===== src/inc/fpc_pkg.sv =====
// Fan PWM sleep controller package: states, constants, carrier structs.
// Assumes a single 100 MHz core clock domain.
package fpc_pkg;

   localparam int unsigned FPC_CLK_HZ = 100_000_000;
   localparam int unsigned FPC_TB_HZ = 30;
   localparam int unsigned FPC_TB_CYCLES = FPC_CLK_HZ / FPC_TB_HZ;
   localparam int unsigned FPC_STARTUP_PERIODS = 64;
   localparam int unsigned FPC_LVL_W = 8;
   localparam int unsigned FPC_LVL_FULL = 255;
   localparam int unsigned FPC_MIN_PCT = 30;
   localparam int unsigned FPC_MAX_PCT = 70;
   localparam int unsigned FPC_OT_MARGIN_PCT = 7;
   localparam int unsigned FPC_RESET_MIN_US = 30;
   localparam int unsigned FPC_RESET_MIN_CYC = (FPC_RESET_MIN_US * (FPC_CLK_HZ / 1_000_000));
   localparam logic [6:0] FPC_START_CNT_RST = 7'h00;
   localparam logic [7:0] FPC_TRI_RST = 8'h00;

   typedef enum {
      FPC_ST_SHUTDOWN,
      FPC_ST_WAIT_WAKE,
      FPC_ST_STARTUP,
      FPC_ST_RUN,
      FPC_ST_SLEEP
   } fpc_state_t;

   // Comparator flags from the analog front end
   typedef struct packed {
      logic below_shutdown;
      logic above_restart;
      logic t1_below_sleep;
      logic t2_below_sleep;
      logic t1_above_wake;
      logic t2_above_wake;
      logic above_overtemp;
   } fpc_cmp_t;

   // Pin drive set
   typedef struct packed {
      logic drive_o;
      logic drive_oe;
      logic fault_n_o;
      logic fault_n_oe;
   } fpc_pins_t;

endpackage : fpc_pkg


===== src/core/fpc_ctrl.sv =====
// Fan PWM sleep controller: time base, PWM, startup, shutdown, sleep, fault.
// Assumes comparator flags and level codes synchronous to core_clk.
`timescale 1ns/1ps
`default_nettype none

// Functional notes
// - Time-base ticks step startup, sleep entry and sleep exit, and set the PWM period.
// - Duty follows the larger of primary and secondary control levels.
// - Level at 30% gives zero duty, 70% full duty, clamped outside.
// - Power-up reset happens on its own with no external action; the code resets only while rstn is held low.
// - Primary below shutdown threshold shuts down at once, any state.
// - In shutdown the drive is off and the fault is released.
// - Primary back above restart threshold resets as at power-up.
// - Every start from off forces drive high for 64 periods.
// - After power-up drive stays low, fault inactive, until startup.
// - After reset, fan starts only if an input exceeds the wake threshold.
// - Fault is active low open collector, set above overtemp threshold.
// - PWM keeps running normally while the fault is asserted.
// - Fault releases as soon as primary falls below the threshold.
// - Both inputs below sleep threshold enters sleep and stops the fan.
// - In sleep the drive is released and the fault inactive.
// - Sleep is left when an input exceeds the wake threshold, or by shutdown.
// - Sleep exit behaves as power-on reset with fresh startup.
// - Primary held low at least the minimum reset time guarantees reset.
module fpc_ctrl
   import fpc_pkg::*;
#(
   parameter int unsigned TB_CYCLES = FPC_TB_CYCLES,
   parameter int unsigned STARTUP_PERIODS = FPC_STARTUP_PERIODS
)
(
   input wire logic core_clk,
   input wire logic rstn,
   input wire logic [FPC_LVL_W-1:0] primary_control_input,
   input wire logic [FPC_LVL_W-1:0] secondary_control_input,
   input wire fpc_cmp_t cmp,
   output fpc_pins_t pins,
   output logic sleeping,
   output logic timebase_tick
);

   // ==========================================================
   // Level mapping
   // ==========================================================
   localparam logic [FPC_LVL_W-1:0] LVL_MIN =
      FPC_LVL_W'((FPC_LVL_FULL * FPC_MIN_PCT) / 100);
   localparam logic [FPC_LVL_W-1:0] LVL_MAX =
      FPC_LVL_W'((FPC_LVL_FULL * FPC_MAX_PCT) / 100);
   localparam int unsigned SPAN = FPC_LVL_FULL * (FPC_MAX_PCT - FPC_MIN_PCT) / 100;

   // Level to duty code 0..255, linear and clamped
   function automatic logic [7:0] fpc_duty(input logic [FPC_LVL_W-1:0] lvl);
      logic [15:0] num;
      logic [7:0] res;
      num = 16'h0000;
      res = 8'h00;
      if (lvl <= LVL_MIN)
      begin
         res = 8'h00;
      end
      else if (lvl >= LVL_MAX)
      begin
         res = 8'hff;
      end
      else
      begin
         num = 16'((lvl - LVL_MIN) * 255);
         res = 8'(num / 16'(SPAN));
      end
      return res;
   endfunction : fpc_duty

   logic [FPC_LVL_W-1:0] ctrl_lvl;
   logic [7:0] duty;

   always_comb
   begin
      if (primary_control_input > secondary_control_input)
      begin
         ctrl_lvl = primary_control_input;
      end
      else
      begin
         ctrl_lvl = secondary_control_input;
      end
      duty = fpc_duty(ctrl_lvl);
   end

   // ==========================================================
   // Time base
   // ==========================================================
   localparam int unsigned TRI_DIV = (TB_CYCLES / 256 > 0) ? TB_CYCLES / 256 : 1;
   logic [31:0] div_q;
   logic [7:0] tri_q;
   logic step;
   logic tri_wrap;

   // Divider steps the triangle counter, one full sweep per period
   assign step = (div_q == 32'(TRI_DIV - 1));
   assign tri_wrap = (tri_q == 8'hff);
   assign timebase_tick = step && tri_wrap;

   always_ff @(posedge core_clk)
   begin
      if (!rstn || step)
      begin
         div_q <= 32'h0000_0000;
      end
      else
      begin
         div_q <= div_q + 32'h0000_0001;
      end
   end

   always_ff @(posedge core_clk)
   begin
      if (!rstn)
      begin
         tri_q <= FPC_TRI_RST;
      end
      else if (step)
      begin
         tri_q <= tri_q + 8'h01;
      end
   end

   // ==========================================================
   // Sequencer
   // ==========================================================
   fpc_state_t state_q, state_d;
   logic [6:0] start_cnt_q;
   logic any_wake;
   logic both_sleep;
   logic restart_ok;
   logic start_done;

   // Fan driven and fault reporting live
   function automatic logic fpc_live(input fpc_state_t st);
      return (st == FPC_ST_RUN) || (st == FPC_ST_STARTUP);
   endfunction : fpc_live

   assign any_wake = cmp.t1_above_wake || cmp.t2_above_wake;
   // Grounded sleep threshold makes both flags stay low
   assign both_sleep = cmp.t1_below_sleep && cmp.t2_below_sleep;
   assign restart_ok = cmp.above_restart && !cmp.below_shutdown;
   // Full count of ticks after entry, so never short of the interval
   assign start_done = timebase_tick && (start_cnt_q == 7'(STARTUP_PERIODS));

   always_comb
   begin
      state_d = state_q;
      case (state_q)
         FPC_ST_SHUTDOWN:
         begin
            if (restart_ok)
            begin
               state_d = FPC_ST_WAIT_WAKE;
            end
         end
         FPC_ST_WAIT_WAKE:
         begin
            if (any_wake)
            begin
               state_d = FPC_ST_STARTUP;
            end
         end
         FPC_ST_STARTUP:
         begin
            if (start_done)
            begin
               state_d = FPC_ST_RUN;
            end
         end
         FPC_ST_RUN:
         begin
            if (both_sleep && timebase_tick)
            begin
               state_d = FPC_ST_SLEEP;
            end
         end
         FPC_ST_SLEEP:
         begin
            if (any_wake && timebase_tick)
            begin
               state_d = FPC_ST_STARTUP;
            end
         end
         default:
         begin
            state_d = FPC_ST_SHUTDOWN;
         end
      endcase
      if (cmp.below_shutdown)
      begin
         state_d = FPC_ST_SHUTDOWN;
      end
   end

   // ==========================================================
   // State register
   // ==========================================================
   // Reset lands in wait-for-wake, as at power-up
   always_ff @(posedge core_clk)
   begin
      if (!rstn)
      begin
         state_q <= FPC_ST_WAIT_WAKE;
      end
      else
      begin
         state_q <= state_d;
      end
   end

   // Cleared outside startup, so every entry counts from zero
   always_ff @(posedge core_clk)
   begin
      if (!rstn)
      begin
         start_cnt_q <= FPC_START_CNT_RST;
      end
      else if (state_q != FPC_ST_STARTUP)
      begin
         start_cnt_q <= FPC_START_CNT_RST;
      end
      else if (timebase_tick)
      begin
         start_cnt_q <= start_cnt_q + 7'h01;
      end
   end

   // ==========================================================
   // Outputs
   // ==========================================================
   logic pwm_hi;
   logic drive_d, drive_q;
   logic drive_oe_d, drive_oe_q;
   logic fault_oe_d, fault_oe_q;

   assign pwm_hi = (duty == 8'hff) || (tri_q < duty);

   // Pin values follow the next state, so pins move with it
   always_comb
   begin
      drive_d = 1'b0;
      // Drive low in shutdown, released in sleep
      drive_oe_d = (state_d != FPC_ST_SLEEP);
      case (state_d)
         FPC_ST_STARTUP:
         begin
            drive_d = 1'b1;
         end
         FPC_ST_RUN:
         begin
            drive_d = pwm_hi;
         end
         default:
         begin
            drive_d = 1'b0;
         end
      endcase
   end

   // Fault masked in shutdown, sleep and wait
   always_comb
   begin
      fault_oe_d = cmp.above_overtemp && fpc_live(state_d);
   end

   always_ff @(posedge core_clk)
   begin
      if (!rstn)
      begin
         drive_q <= 1'b0;
         drive_oe_q <= 1'b1;
      end
      else
      begin
         drive_q <= drive_d;
         drive_oe_q <= drive_oe_d;
      end
   end

   always_ff @(posedge core_clk)
   begin
      if (!rstn)
      begin
         fault_oe_q <= 1'b0;
      end
      else
      begin
         fault_oe_q <= fault_oe_d;
      end
   end

   // ==========================================================
   // Pin assembly
   // ==========================================================
   // Open-drain fault pin only ever pulls low
   assign pins = '{drive_o: drive_q, drive_oe: drive_oe_q,
                   fault_n_o: 1'b0, fault_n_oe: fault_oe_q};
   assign sleeping = (state_q == FPC_ST_SLEEP);

endmodule : fpc_ctrl

`default_nettype wire


===== config.mk =====
export PLATFORM = sky130hd
export DESIGN_NAME = fpc_ctrl
export DESIGN_NICKNAME = d
export VERILOG_FILES = /design/src/inc/fpc_pkg.sv /design/src/core/fpc_ctrl.sv
export SDC_FILE = /design/constraint.sdc
export NUM_CORES = 1
export LEC_CHECK = 0
export BUFFER_PORTS_ARGS = -buffer_cell sky130_fd_sc_hd__buf_2
export CORE_ASPECT_RATIO = 2
export CORE_MARGIN = 5
export CORE_UTILIZATION = 30
export CTS_BUF_LIST = sky130_fd_sc_hd__clkbuf_4 sky130_fd_sc_hd__clkbuf_8 sky130_fd_sc_hd__clkbuf_16
export DETAILED_ROUTE_END_ITERATION = 8
export SYNTH_ARGS = -nofsm -noshare
export SYNTH_HDL_FRONTEND = slang
export SYNTH_SLANG_ARGS = --single-unit

===== constraint.sdc =====
create_clock -name core_clk -period 20.9 [get_ports core_clk]
set_input_delay 3.135 -clock core_clk [delete_from_list [all_inputs] [get_ports core_clk]]
set_output_delay 3.135 -clock core_clk [all_outputs]
set_load 0.01 [all_outputs]

=== After elaboration in Yosys (flattened, before gate mapping) ===
Cells that the tools add are included.

* Output and inout port bits: 6
* Word-level logic and storage cells: 59
* Input port bits: 25
* Flip-flop bits (word level): 82

* Reductions and logical operators: 15
* Equal/unequal tests: 15
* Order comparisons: 4
* Mux-type cells: 11
* Div/mod/pow operators: 1
* Bitwise gates (word level): 1
* Add/subtract/negate cells: 4
* Multipliers: 1

{| class="wikitable"
|+ Operators with widths
! kind !! number
|-
| $mux 32 || 6
|-
| $pmux 32 s5 || 1
|-
| $eq 32x2->1 const B || 4
|-
| $eq 32x3->1 const B || 3
|-
| $add 32x1->32 const B || 1
|-
| $eq 32x1->1 const B || 1
|-
| $eq 32x14->1 const B || 1
|-
| $eq 32x4->1 const B || 1
|-
| $logic_not 32->1 || 1
|-
| $ne 32x3->1 const B || 1
|-
| $ne 32x4->1 const B || 1
|-
| $mux 8 || 3
|-
| $div 16x7->16 const B || 1
|-
| $eq 8x8->1 const B || 2
|-
| $mul 9x9->16 const B || 1
|-
| $sub 8x7->9 const B || 1
|-
| $add 8x1->8 const B || 1
|-
| $ge 8x8->1 const B || 1
|-
| $gt 8x8->1 || 1
|-
| $le 8x7->1 const B || 1
|-
| $lt 8x8->1 || 1
|-
| $add 7x1->7 const B || 1
|-
| $eq 7x7->1 const B || 1
|-
| $logic_and 1x1->1 || 7
|-
| 5 further kinds || 9
|}

=== Depth between registers and ports, before layout ===
Gate-level depths: netlist (run 1).

* Depth in word-level cells: 10
* Depth in mapped cells: 59
* Gate-level depth less buffers: 53

=== Worst setup path before layout (run 1) ===
OpenSTA, ideal clock, no wires.

* Path type: input -> register
* From: input secondary_control_input[5]
* To: register drive_q
* Library setup time: 60 ps
* Arrival time: 16605 ps
* Data required time: 20840 ps
* Path slack: 4235 ps
* Path buffers: 3
* Cell stages on the path: 55
* Path through: inv_1 ha_1 a211oi_1 nor2_1 o31a_1 nand2_2 buf_2 mux2i_1 inv_1 ha_1 nor2_1 o21ai_0 inv_1 ha_1 xor2_1 fa_1 fa_1 inv_1 [... 19 more ...] xnor2_1 buf_4 o21bai_1 o32a_1 a21bo_2 xnor2_1 mux2i_1 mux4_2 a21o_1 o211a_1 o21ai_2 o21ai_0 ha_1 or4_1 o221ai_1 nor2_1 o21ai_0 o311a_1

* Cells in the longest elaborated chain, start to end: 10
* Elaborated cells between the ends (all ways): 13
* Those cells by class: add/sub: 1; mul: 1; div: 1; order compare: 4; eq/ne: 1; mux: 4; reduce/logical: 1

{| class="wikitable"
|+ Ends and longest elaborated chain
! element !! line !! source
|-
| start: declaration || fpc_ctrl.sv:35 || <nowiki>input wire logic [FPC_LVL_W-1:0] secondary_control_input,</nowiki>
|-
| $gt 8x8->1 || fpc_ctrl.sv:78 || <nowiki>if (primary_control_input > secondary_control_input)</nowiki>
|-
| $mux 8 (*) || fpc_ctrl.sv:78 ||
|-
| $sub 8x7->9 || fpc_ctrl.sv:67 || <nowiki>num = 16'((lvl - LVL_MIN) * 255);</nowiki>
|-
| $mul 9x9->16 || fpc_ctrl.sv:67 ||
|-
| $div 16x7->16 || fpc_ctrl.sv:68 || <nowiki>res = 8'(num / 16'(SPAN));</nowiki>
|-
| $mux 8 || fpc_ctrl.sv:61 || <nowiki>else if (lvl >= LVL_MAX)</nowiki>
|-
| $mux 8 (*) || fpc_ctrl.sv:57 || <nowiki>if (lvl <= LVL_MIN)</nowiki>
|-
| $lt 8x8->1 / $eq 8x8->1 (equally long branches) || fpc_ctrl.sv:240 || <nowiki>assign pwm_hi = (duty == 8'hff) || (tri_q < duty);</nowiki>
|-
| $logic_or 1x1->1 (*) || fpc_ctrl.sv:240 ||
|-
| $pmux 1 s2 (*) || fpc_ctrl.sv:248 || <nowiki>case (state_d)</nowiki>
|-
| end signal: assignment || fpc_ctrl.sv:279 || <nowiki>drive_q <= drive_d;</nowiki>
|-
| end: declaration || fpc_ctrl.sv:236 || <nowiki>logic drive_d, drive_q;</nowiki>
|}

Mark *: on every way between the ends. The rest lies on a longest branch, timed or not.
A chain may end at the register's enable or synchronous reset.

=== Final worst setup path (run 1) ===
Ends and elaborated chain as after synthesis.

==> summary.log, run 1 <==
[worst_setup_path] Crit path required time 21,180 ps
[logic_synthesis] Avg Inst Size Synth 8.16 sq um
[global_route] initial antenna violation count 0
[clock_network] CTS Buf Count 9
[sta] final-layout worst hold slack 459 ps
[clock_network] maximum clock insertion buffer count 2
[logic_synthesis] most area-hungry cell type in the Yosys netlist sky130_fd_sc_hd__dfxtp_1
[placed_design] worst slack at placement 2120 ps
[final_layout] share of cells above drive strength 1 9.06%
[sta] fmax 54.1 MHz
[logic_synthesis] sequential-to-total area share from yosys stat 19.7%
[placed_design] count of port buffers added during placement 29
[final_layout] antenna diode count 0
[drt] Post-Route WL 20,500 microns
[logic_synthesis] number of flops mapped to enable cells by yosys 0
[drt] number of antenna-violating nets in the routed design 0
[final_layout] layout net count 1,177
[sta] number of failing hold endpoints at the final stage 0
[floorplan] I/O pin count 31
[sta] fin crit share 88.4%
[worst_setup_path] sort of element at the start of the critical path input port
[placed_design] routability cong. 0.866
[hold_path] worst hold path class reg -> reg
[sta] sum of negative setup slack 0 ps
[worst_setup_path] worst reg2reg path startpoint div_q[22]
[logic_synthesis] main flop type after synthesis sky130_fd_sc_hd__dfxtp_1
[floorplan] Core Box Area 27,400 sq um
[clock_network] CTS sink cnt 82
[final_layout] leading cell types in the layout, fill and taps excluded sky130_fd_sc_hd__inv_1 (101), sky130_fd_sc_hd__nor2_1 (100), sky130_fd_sc_hd__dfxtp_1 (82), sky130_fd_sc_hd__nand2_1 (71)
[drt] mean number of vias per cell 5.19
[worst_setup_path] Worst path top cell family by delay compound AO/OA/AOI/OAI gates
[run] max-capacitance violation count 0
[logic_synthesis] async set-reset flop share out of synthesis 0%
[floorplan] DIE WIDTH 128 microns
[clock_network] clock root buffer sky130_fd_sc_hd__clkbuf_16
[logic_synthesis] Post-Synthesis Cells 1,020
[logic_synthesis] post-synthesis sequential element count 82
[sta] clock skew after layout 10.2 ps
[worst_setup_path] arrival time at the worst endpoint 18,760 ps
[worst_setup_path] kind of capture point of the worst setup path flop
[final_layout] Design Area, Final 9230 sq um
[sta] setup slack of the critical path after layout 2420 ps
[worst_setup_path] FF-to-FF setup slack 17,270 ps
[logic_synthesis] area share of the largest cell type after synthesis 19.7%
[final_layout] Area growth syn-to-layout 10.8%
[floorplan] FP Rows 86
[sta] Setup Viol. Count Final 0
[clock_network] quantity of hold-fixing buffers added after cts 0
[global_route] pin count of the biggest net entering global routing 33
[worst_setup_path] length in cells of the worst reg-to-reg path 14
[worst_setup_path] capture point of the critical path drive_q
[drt] via count 7,379
[logic_synthesis] area of the mapped netlist 8330 sq um
[final_layout] most frequent standard cell in the layout excluding fill and tap cells sky130_fd_sc_hd__inv_1
[worst_setup_path] critical path launch point secondary_control_input[5]
[global_route] final global-route overflow total 0
[logic_synthesis] number of warnings issued by yosys 0
[floorplan] Total Die Area 31,400 sq um
[global_route] overall track demand over capacity in global routing 13.0%
[clock_network] total of cells resized after clock tree synthesis 0
[global_route] wire length of the first global-routing pass 34,200 microns
[worst_setup_path] number of stages on the worst setup path 53
[logic_synthesis] number of library cell types mapped by synthesis 103
[logic_synthesis] synth top area cells sky130_fd_sc_hd__dfxtp_1 (20%), sky130_fd_sc_hd__ha_1 (8.0%), sky130_fd_sc_hd__fa_1 (7.9%), sky130_fd_sc_hd__xnor2_1 (4.7%), sky130_fd_sc_hd__inv_1 (4.6%)
[placed_design] Final HPWL DP 17,100 microns
[worst_setup_path] slowest cell on the critical path sky130_fd_sc_hd__o21ai_1
[worst_setup_path] crit path kind in -> reg
[worst_setup_path] Max FO, Critical Path 17
[clock_network] Setup Buffers After CTS 0
[floorplan] Starting Density 30.3%
[drt] initial drt markers 355
[drt] number of iterations in the first detailed-routing pass 5
[placed_design] DP Area 8920 sq um
[sta] final critical-path required period 18,480 ps
[floorplan] Die Height 246 microns
[worst_setup_path] cell with the most instances on the worst path sky130_fd_sc_hd__inv_1
[sta] slew at the pin closest to its max-slew limit 1090 ps
[worst_setup_path] CP bufs+invs 7
[clock_network] Clk pin slew, worst setup/hold paths 70 ps
[drt] WL per Instance 14.4 microns
[run_status] outcome complete, no violations
[clock_network] number of H-tree levels 3
[sta] RSZ-0062 raised after global routing no
[drt] DRC violations left 0
[worst_setup_path] Crit path largest cell delay 860 ps
[sta] Slew Limit Fails 0
[worst_setup_path] worst flop-to-flop path endpoint drive_q
[global_route] vias in the first global route 7,419
[sta] Max-slew headroom 26.6%
[clock_network] clock network latency to the later pin of the worst-skew pair 330 ps
[clock_network] TritonCTS clock tree built
[final cells by class]
cell class              instances  area, sq um
clock buffers                  10          239
inverters                     102          383
multi-input cells             836         6260
clock inverters                 6         72.6
well taps                     352          440
fillers                      2881        18200
flip-flops and latches         82         1640
repair buffers                 35          190
[sequential cells by signal (all words and copies together), names as in the netlist]
signal       flops
state_q         32
start_cnt_q      7
fault_oe_q       1
tri_q            8
div_q           32
drive_q          1
drive_oe_q       1
[through the flow]
stage,instances,utilization (%)
after floorplan,1049,-
after global placement,1407,32.5
after detailed placement,1407,32.5
after CTS,1423,33.6
after global routing,1423,33.6
final,1423,33.6
[metal layers]
metal / GRT usage (%) / vias up / routed length [microns]
li1: - / 3678 / -
met3: 0.957 / 49 / 461
met1: 12.0 / 3486 / 7020
met2: 27.3 / 166 / 12200
met4: 6.50 / 0 / 851
met5: 0 / - / 0
[worst reg2reg max path, stage by stage (launching register included)]
cell	delay (ps)
sky130_fd_sc_hd__dfxtp_1	350
sky130_fd_sc_hd__nor4_1	340
sky130_fd_sc_hd__nand2_1	150
sky130_fd_sc_hd__nor4_1	280
sky130_fd_sc_hd__buf_4	190
sky130_fd_sc_hd__and3_1	240
sky130_fd_sc_hd__nor2b_1	430
sky130_fd_sc_hd__nand4_1	210
sky130_fd_sc_hd__mux2_2	300
sky130_fd_sc_hd__nor3b_1	170
sky130_fd_sc_hd__a21o_1	170
sky130_fd_sc_hd__o221ai_1	170
sky130_fd_sc_hd__nor2_1	100
sky130_fd_sc_hd__o21ai_0	80
sky130_fd_sc_hd__o311a_1	340
[kinds of logic (layout without fill, tap and decap cells)]
| group | count (synthesis) | in the layout | synth area share [%] |
|---|---|---|---|
| multiplexers | 36 | 36 | 4.93 |
| buffers and inverters | 131 | 153 | 6.39 |
| flip-flops | 82 | 82 | 19.7 |
| other | 1 | 30 | 0.0450 |
| adder cells (fa/ha/maj) | 86 | 86 | 15.9 |
| AND/OR/NAND/NOR | 360 | 360 | 21.9 |
| XOR/XNOR | 91 | 91 | 10.3 |
| AO/OA/AOI/OAI | 233 | 233 | 20.8 |
[worst min-delay path by stage]
stage                         from  endpoint  slack [ps]  cells after the start
final                     div_q[0]  div_q[0]         460                      1
after global placement    div_q[0]  div_q[0]         450                      1
after global routing      div_q[0]  div_q[0]         500                      1
after detailed placement  div_q[0]  div_q[0]         450                      1
after floorplan           div_q[0]  div_q[0]         430                      1
after CTS                 div_q[0]  div_q[0]         470                      1
[synthesized netlist by cell type (7+ instances only)]
library cell	n
sky130_fd_sc_hd__mux2i_1	24
sky130_fd_sc_hd__nor2_1	100
sky130_fd_sc_hd__dfxtp_1	82
sky130_fd_sc_hd__fa_1	33
sky130_fd_sc_hd__a21o_1	10
sky130_fd_sc_hd__nand3_1	37
sky130_fd_sc_hd__xnor2_1	45
sky130_fd_sc_hd__inv_1	101
sky130_fd_sc_hd__ha_1	53
sky130_fd_sc_hd__and2_1	16
sky130_fd_sc_hd__o21ai_0	54
sky130_fd_sc_hd__nand2_1	71
sky130_fd_sc_hd__a21oi_1	33
sky130_fd_sc_hd__and3_1	14
sky130_fd_sc_hd__nor3_1	19
sky130_fd_sc_hd__a211oi_1	10
sky130_fd_sc_hd__or3_1	12
sky130_fd_sc_hd__nand2b_1	14
sky130_fd_sc_hd__nor4_1	18
sky130_fd_sc_hd__nor2b_1	9
sky130_fd_sc_hd__o21a_1	9
sky130_fd_sc_hd__a31oi_1	14
sky130_fd_sc_hd__nand4_1	15
sky130_fd_sc_hd__clkbuf_1	19
sky130_fd_sc_hd__o31ai_1	7
sky130_fd_sc_hd__xor2_1	40
Power of run 1 is not shown: default switching activity piles up to over one toggle a cycle in this logic, so the estimate is an artifact.
==> inputs of run 2 (changes only) <==
--- a/config.mk
+++ b/config.mk
@@ -6,11 +6,11 @@
 export NUM_CORES = 1
 export LEC_CHECK = 0
 export BUFFER_PORTS_ARGS = -buffer_cell sky130_fd_sc_hd__buf_2
-export CORE_ASPECT_RATIO = 2
 export CORE_MARGIN = 5
 export CORE_UTILIZATION = 30
 export CTS_BUF_LIST = sky130_fd_sc_hd__clkbuf_4 sky130_fd_sc_hd__clkbuf_8 sky130_fd_sc_hd__clkbuf_16
 export DETAILED_ROUTE_END_ITERATION = 8
+export HOLD_SLACK_MARGIN = 0.05
 export SYNTH_ARGS = -nofsm -noshare
 export SYNTH_HDL_FRONTEND = slang
 export SYNTH_SLANG_ARGS = --single-unit
==> summary.log, run 2 (same netlist as run 1, synthesis figures left out) <==
[run_status] outcome complete, no violations
[drt] mean number of vias per cell 4.90
[drt] via count 7,088
[sta] RSZ-0062 raised after global routing no
[sta] fmax 55.0 MHz
[clock_network] clock network latency to the later pin of the worst-skew pair 330 ps
[floorplan] Starting Density 30.1%
[floorplan] Total Die Area 31,200 sq um
[placed_design] count of port buffers added during placement 29
[final_layout] layout net count 1,175
[final_layout] leading cell types in the layout, fill and taps excluded sky130_fd_sc_hd__inv_1 (101), sky130_fd_sc_hd__nor2_1 (100), sky130_fd_sc_hd__dfxtp_1 (82), sky130_fd_sc_hd__nand2_1 (71)
[drt] DRC violations left 0
[worst_setup_path] slowest cell on the critical path sky130_fd_sc_hd__mux2i_1
[drt] Post-Route WL 18,000 microns
[worst_setup_path] Max FO, Critical Path 17
[global_route] pin count of the biggest net entering global routing 33
[global_route] wire length of the first global-routing pass 31,000 microns
[clock_network] CTS Buf Count 9
[sta] Slew Limit Fails 0
[global_route] overall track demand over capacity in global routing 11.4%
[worst_setup_path] kind of capture point of the worst setup path flop
[sta] clock skew after layout 8.19 ps
[drt] number of antenna-violating nets in the routed design 0
[worst_setup_path] Crit path required time 21,170 ps
[floorplan] Die Height 177 microns
[global_route] vias in the first global route 6,768
[clock_network] TritonCTS clock tree built
[clock_network] clock root buffer sky130_fd_sc_hd__clkbuf_16
[worst_setup_path] Worst path top cell family by delay compound AO/OA/AOI/OAI gates
[drt] WL per Instance 12.4 microns
[clock_network] Clk pin slew, worst setup/hold paths 50 ps
[worst_setup_path] critical path launch point secondary_control_input[5]
[final_layout] antenna diode count 0
[hold_path] worst hold path class reg -> reg
[clock_network] total of cells resized after clock tree synthesis 0
[sta] final critical-path required period 18,190 ps
[sta] slew at the pin closest to its max-slew limit 1110 ps
[worst_setup_path] worst reg2reg path startpoint div_q[3]
[worst_setup_path] CP bufs+invs 8
[placed_design] Final HPWL DP 14,400 microns
[sta] Max-slew headroom 25.1%
[floorplan] I/O pin count 31
[final_layout] most frequent standard cell in the layout excluding fill and tap cells sky130_fd_sc_hd__inv_1
[clock_network] Setup Buffers After CTS 0
[clock_network] maximum clock insertion buffer count 2
[worst_setup_path] arrival time at the worst endpoint 18,450 ps
[sta] fin crit share 87.0%
[final_layout] share of cells above drive strength 1 8.89%
[global_route] initial antenna violation count 0
[floorplan] Core Box Area 27,600 sq um
[worst_setup_path] cell with the most instances on the worst path sky130_fd_sc_hd__inv_1
[worst_setup_path] crit path kind in -> reg
[hold_path] critical hold path startpoint div_q[0]
[clock_network] CTS sink cnt 82
[worst_setup_path] Crit path largest cell delay 740 ps
[final_layout] largest registers in the final layout div_q (32), state_q (32), tri_q (8)
[sta] Setup Viol. Count Final 0
[clock_network] quantity of hold-fixing buffers added after cts 0
[global_route] final global-route overflow total 0
[sta] final-layout worst hold slack 459 ps
[placed_design] routability cong. 0.878
[floorplan] DIE WIDTH 177 microns
[sta] sum of negative setup slack 0 ps
[drt] number of iterations in the first detailed-routing pass 5
[drt] initial drt markers 343
[clock_network] number of H-tree levels 3
[sta] number of failing hold endpoints at the final stage 0
[run] max-capacitance violation count 0
[final_layout] Area growth syn-to-layout 11.2%
[floorplan] FP Rows 61
[worst_setup_path] sort of element at the start of the critical path input port
-- run 2: cell types whose count changed in the layout (fill, tap and decap cells not counted), sizes merged --
| cell | before | now |
|---|---|---|
| clkinv | 2 | 4 |
| inv | 104 | 102 |
| clkinvlp | 1 | 0 |
| bufinv | 1 | 2 |
| buf | 35 | 33 |
-- run 2: cell type report --
type	count	area, sq um
fillers	2966	18400
multi-input cells	836	6260
flip-flops and latches	82	1640
well taps	378	473
inverters	102	383
clock buffers	10	239
repair buffers	33	175
clock inverters	6	87.6
-- run 2: metrics by stage --
step	cell area (sq um)	setup WS [ps]	util, %	cells
final	9260	2710	33.5	1447
after global routing	9260	1590	33.5	1447
after CTS	9260	2790	33.5	1447
after detailed placement	8930	2510	32.3	1431
after global placement	8930	2880	32.3	1431
after floorplan	8430	4230	-	1049
-- run 2: final timing paths --
| kind | to | slack, ps | cells after the start |
|---|---|---|---|
| worst max-delay path | drive_q | 2710 | 53 |
| worst max register to register | drive_q | 16580 | 13 |
| worst min-delay path | div_q[0] | 460 | 1 |
| worst min register to register | div_q[0] | 460 | 1 |
-- run 2: per-layer routing --
layer / vias up / part of all wire (%) / global-route usage [%]
met5: - / 0 / 0
met4: 0 / 0.87 / 1.55
met3: 14 / 2.1 / 1.41
met2: 83 / 47 / 19.8
met1: 3314 / 50 / 15.6
li1: 3677 / - / -
Power of run 2 is left out for the same reason.
==> inputs of run 3 (changes only) <==
--- a/config.mk
+++ b/config.mk
@@ -11,6 +11,7 @@
 export CTS_BUF_LIST = sky130_fd_sc_hd__clkbuf_4 sky130_fd_sc_hd__clkbuf_8 sky130_fd_sc_hd__clkbuf_16
 export DETAILED_ROUTE_END_ITERATION = 8
 export HOLD_SLACK_MARGIN = 0.05
+export PLACE_DENSITY = 0.46
 export SYNTH_ARGS = -nofsm -noshare
 export SYNTH_HDL_FRONTEND = slang
 export SYNTH_SLANG_ARGS = --single-unit
==> summary.log, run 3 (same netlist as run 1, synthesis figures left out) <==
[drt] via count 7,142
[global_route] final global-route overflow total 0
[floorplan] Starting Density 30.1%
[placed_design] routability cong. 0.829
[clock_network] maximum clock insertion buffer count 2
[drt] mean number of vias per cell 4.94
[sta] sum of negative setup slack 0 ps
[floorplan] Total Die Area 31,200 sq um
[floorplan] Die Height 177 microns
[final_layout] leading cell types in the layout, fill and taps excluded sky130_fd_sc_hd__inv_1 (101), sky130_fd_sc_hd__nor2_1 (100), sky130_fd_sc_hd__dfxtp_1 (82), sky130_fd_sc_hd__nand2_1 (71)
[global_route] pin count of the biggest net entering global routing 33
[drt] initial drt markers 352
[drt] number of antenna-violating nets in the routed design 0
[final_layout] most frequent standard cell in the layout excluding fill and tap cells sky130_fd_sc_hd__inv_1
[sta] Setup Viol. Count Final 0
[global_route] wire length of the first global-routing pass 33,700 microns
[clock_network] number of H-tree levels 3
[clock_network] CTS Buf Count 9
[clock_network] Clk pin slew, worst setup/hold paths 60 ps
[clock_network] TritonCTS clock tree built
[final_layout] layout net count 1,175
[worst_setup_path] Crit path largest cell delay 860 ps
[worst_setup_path] crit path kind in -> reg
[drt] number of iterations in the first detailed-routing pass 4
[global_route] vias in the first global route 6,960
[hold_path] worst hold path class reg -> reg
[drt] DRC violations left 0
[global_route] met3 Track Usage GR 1.39%
[placed_design] worst slack at placement 2070 ps
[floorplan] DIE WIDTH 177 microns
[clock_network] Setup Buffers After CTS 0
[floorplan] I/O pin count 31
[global_route] GRT busiest layer met2
[clock_network] clock root buffer sky130_fd_sc_hd__clkbuf_16
[drt] Post-Route WL 19,800 microns
[run] max-capacitance violation count 0
[final_layout] Area growth syn-to-layout 10.7%
[floorplan] Core Box Area 27,600 sq um
[final_layout] share of cells above drive strength 1 8.89%
[sta] RSZ-0062 raised after global routing no
[floorplan] FP Rows 61
[worst_setup_path] kind of capture point of the worst setup path flop
[global_route] overall track demand over capacity in global routing 12.6%
[sta] fmax 54.1 MHz
[clock_network] quantity of hold-fixing buffers added after cts 0
[worst_setup_path] Max FO, Critical Path 17
[clock_network] CTS sink cnt 82
[sta] Slew Limit Fails 0
[final_layout] Layout fillers 3,003
[worst_setup_path] slowest cell on the critical path sky130_fd_sc_hd__o21ai_1
[sta] setup slack of the critical path after layout 2410 ps
[sta] Max-slew headroom 26.7%
[sta] number of failing hold endpoints at the final stage 0
[clock_network] clock network latency to the later pin of the worst-skew pair 330 ps
[sta] clock skew after layout 7.85 ps
[final_layout] antenna diode count 0
[global_route] initial antenna violation count 0
[sta] final critical-path required period 18,490 ps
[run_status] outcome complete, no violations
[clock_network] total of cells resized after clock tree synthesis 0
[worst_setup_path] Crit path required time 21,170 ps
[sta] slew at the pin closest to its max-slew limit 1090 ps
[global_route] met1 capacity usage during global routing 17.9%
[drt] WL per Instance 13.7 microns
[placed_design] count of port buffers added during placement 29
[worst_setup_path] cell with the most instances on the worst path sky130_fd_sc_hd__inv_1
[final_layout] largest registers in the final layout div_q (32), state_q (32), tri_q (8)
[worst_setup_path] arrival time at the worst endpoint 18,760 ps
[worst_setup_path] sort of element at the start of the critical path input port
[placed_design] Final HPWL DP 15,800 microns
[global_route] met2 usage 20.7%
[sta] fin crit share 88.5%
[run 3: worst paths after layout]
path | start | endpoint | slack, ps | depth (start not counted)
max reg2reg | div_q[3] | drive_q | 17070 | 14
min reg2reg | div_q[0] | div_q[0] | 460 | 1
max | secondary_control_input[5] | drive_q | 2410 | 53
min | div_q[0] | div_q[0] | 460 | 1
[run 3: routing by layer]
| metal | share of wire [%] | wire, microns |
|---|---|---|
| met4 | 1.5 | 297 |
| met3 | 2.3 | 456 |
| met2 | 45 | 8940 |
| met5 | 0 | 0 |
| met1 | 51 | 10100 |
[run 3: layout make-up]
cell class                 count  area (sq um)  area share, %
multi-input combinational    836          6260           67.9
sequential                    82          1640           17.8
tap                          378           473           5.13
inverter                     102           383           4.15
clock buffer                   9           225           2.44
timing repair buffer          33           175           1.90
clock inverter                 7          60.1          0.651
[run 3: metrics by stage]
step / instances / area, sq um / util [%] / hold slack (ps)
floorplan: 1049 / 8430 / - / 430
global placement: 1431 / 8930 / 32.3 / 448
detailed placement: 1431 / 8930 / 32.3 / 457
CTS: 1447 / 9220 / 33.4 / 471
global route: 1447 / 9220 / 33.4 / 490
finish: 1447 / 9220 / 33.4 / 462
[run 3: worst max-delay path: cells and delay by family]
family	cells	cell delay [ps]
compound gates	21	6050
xor+xnor	4	1660
fa+ha+maj	8	3160
buf+inv	7	850
mux	5	1780
simple gates	8	2090
Power of run 3 is left out for the same reason.
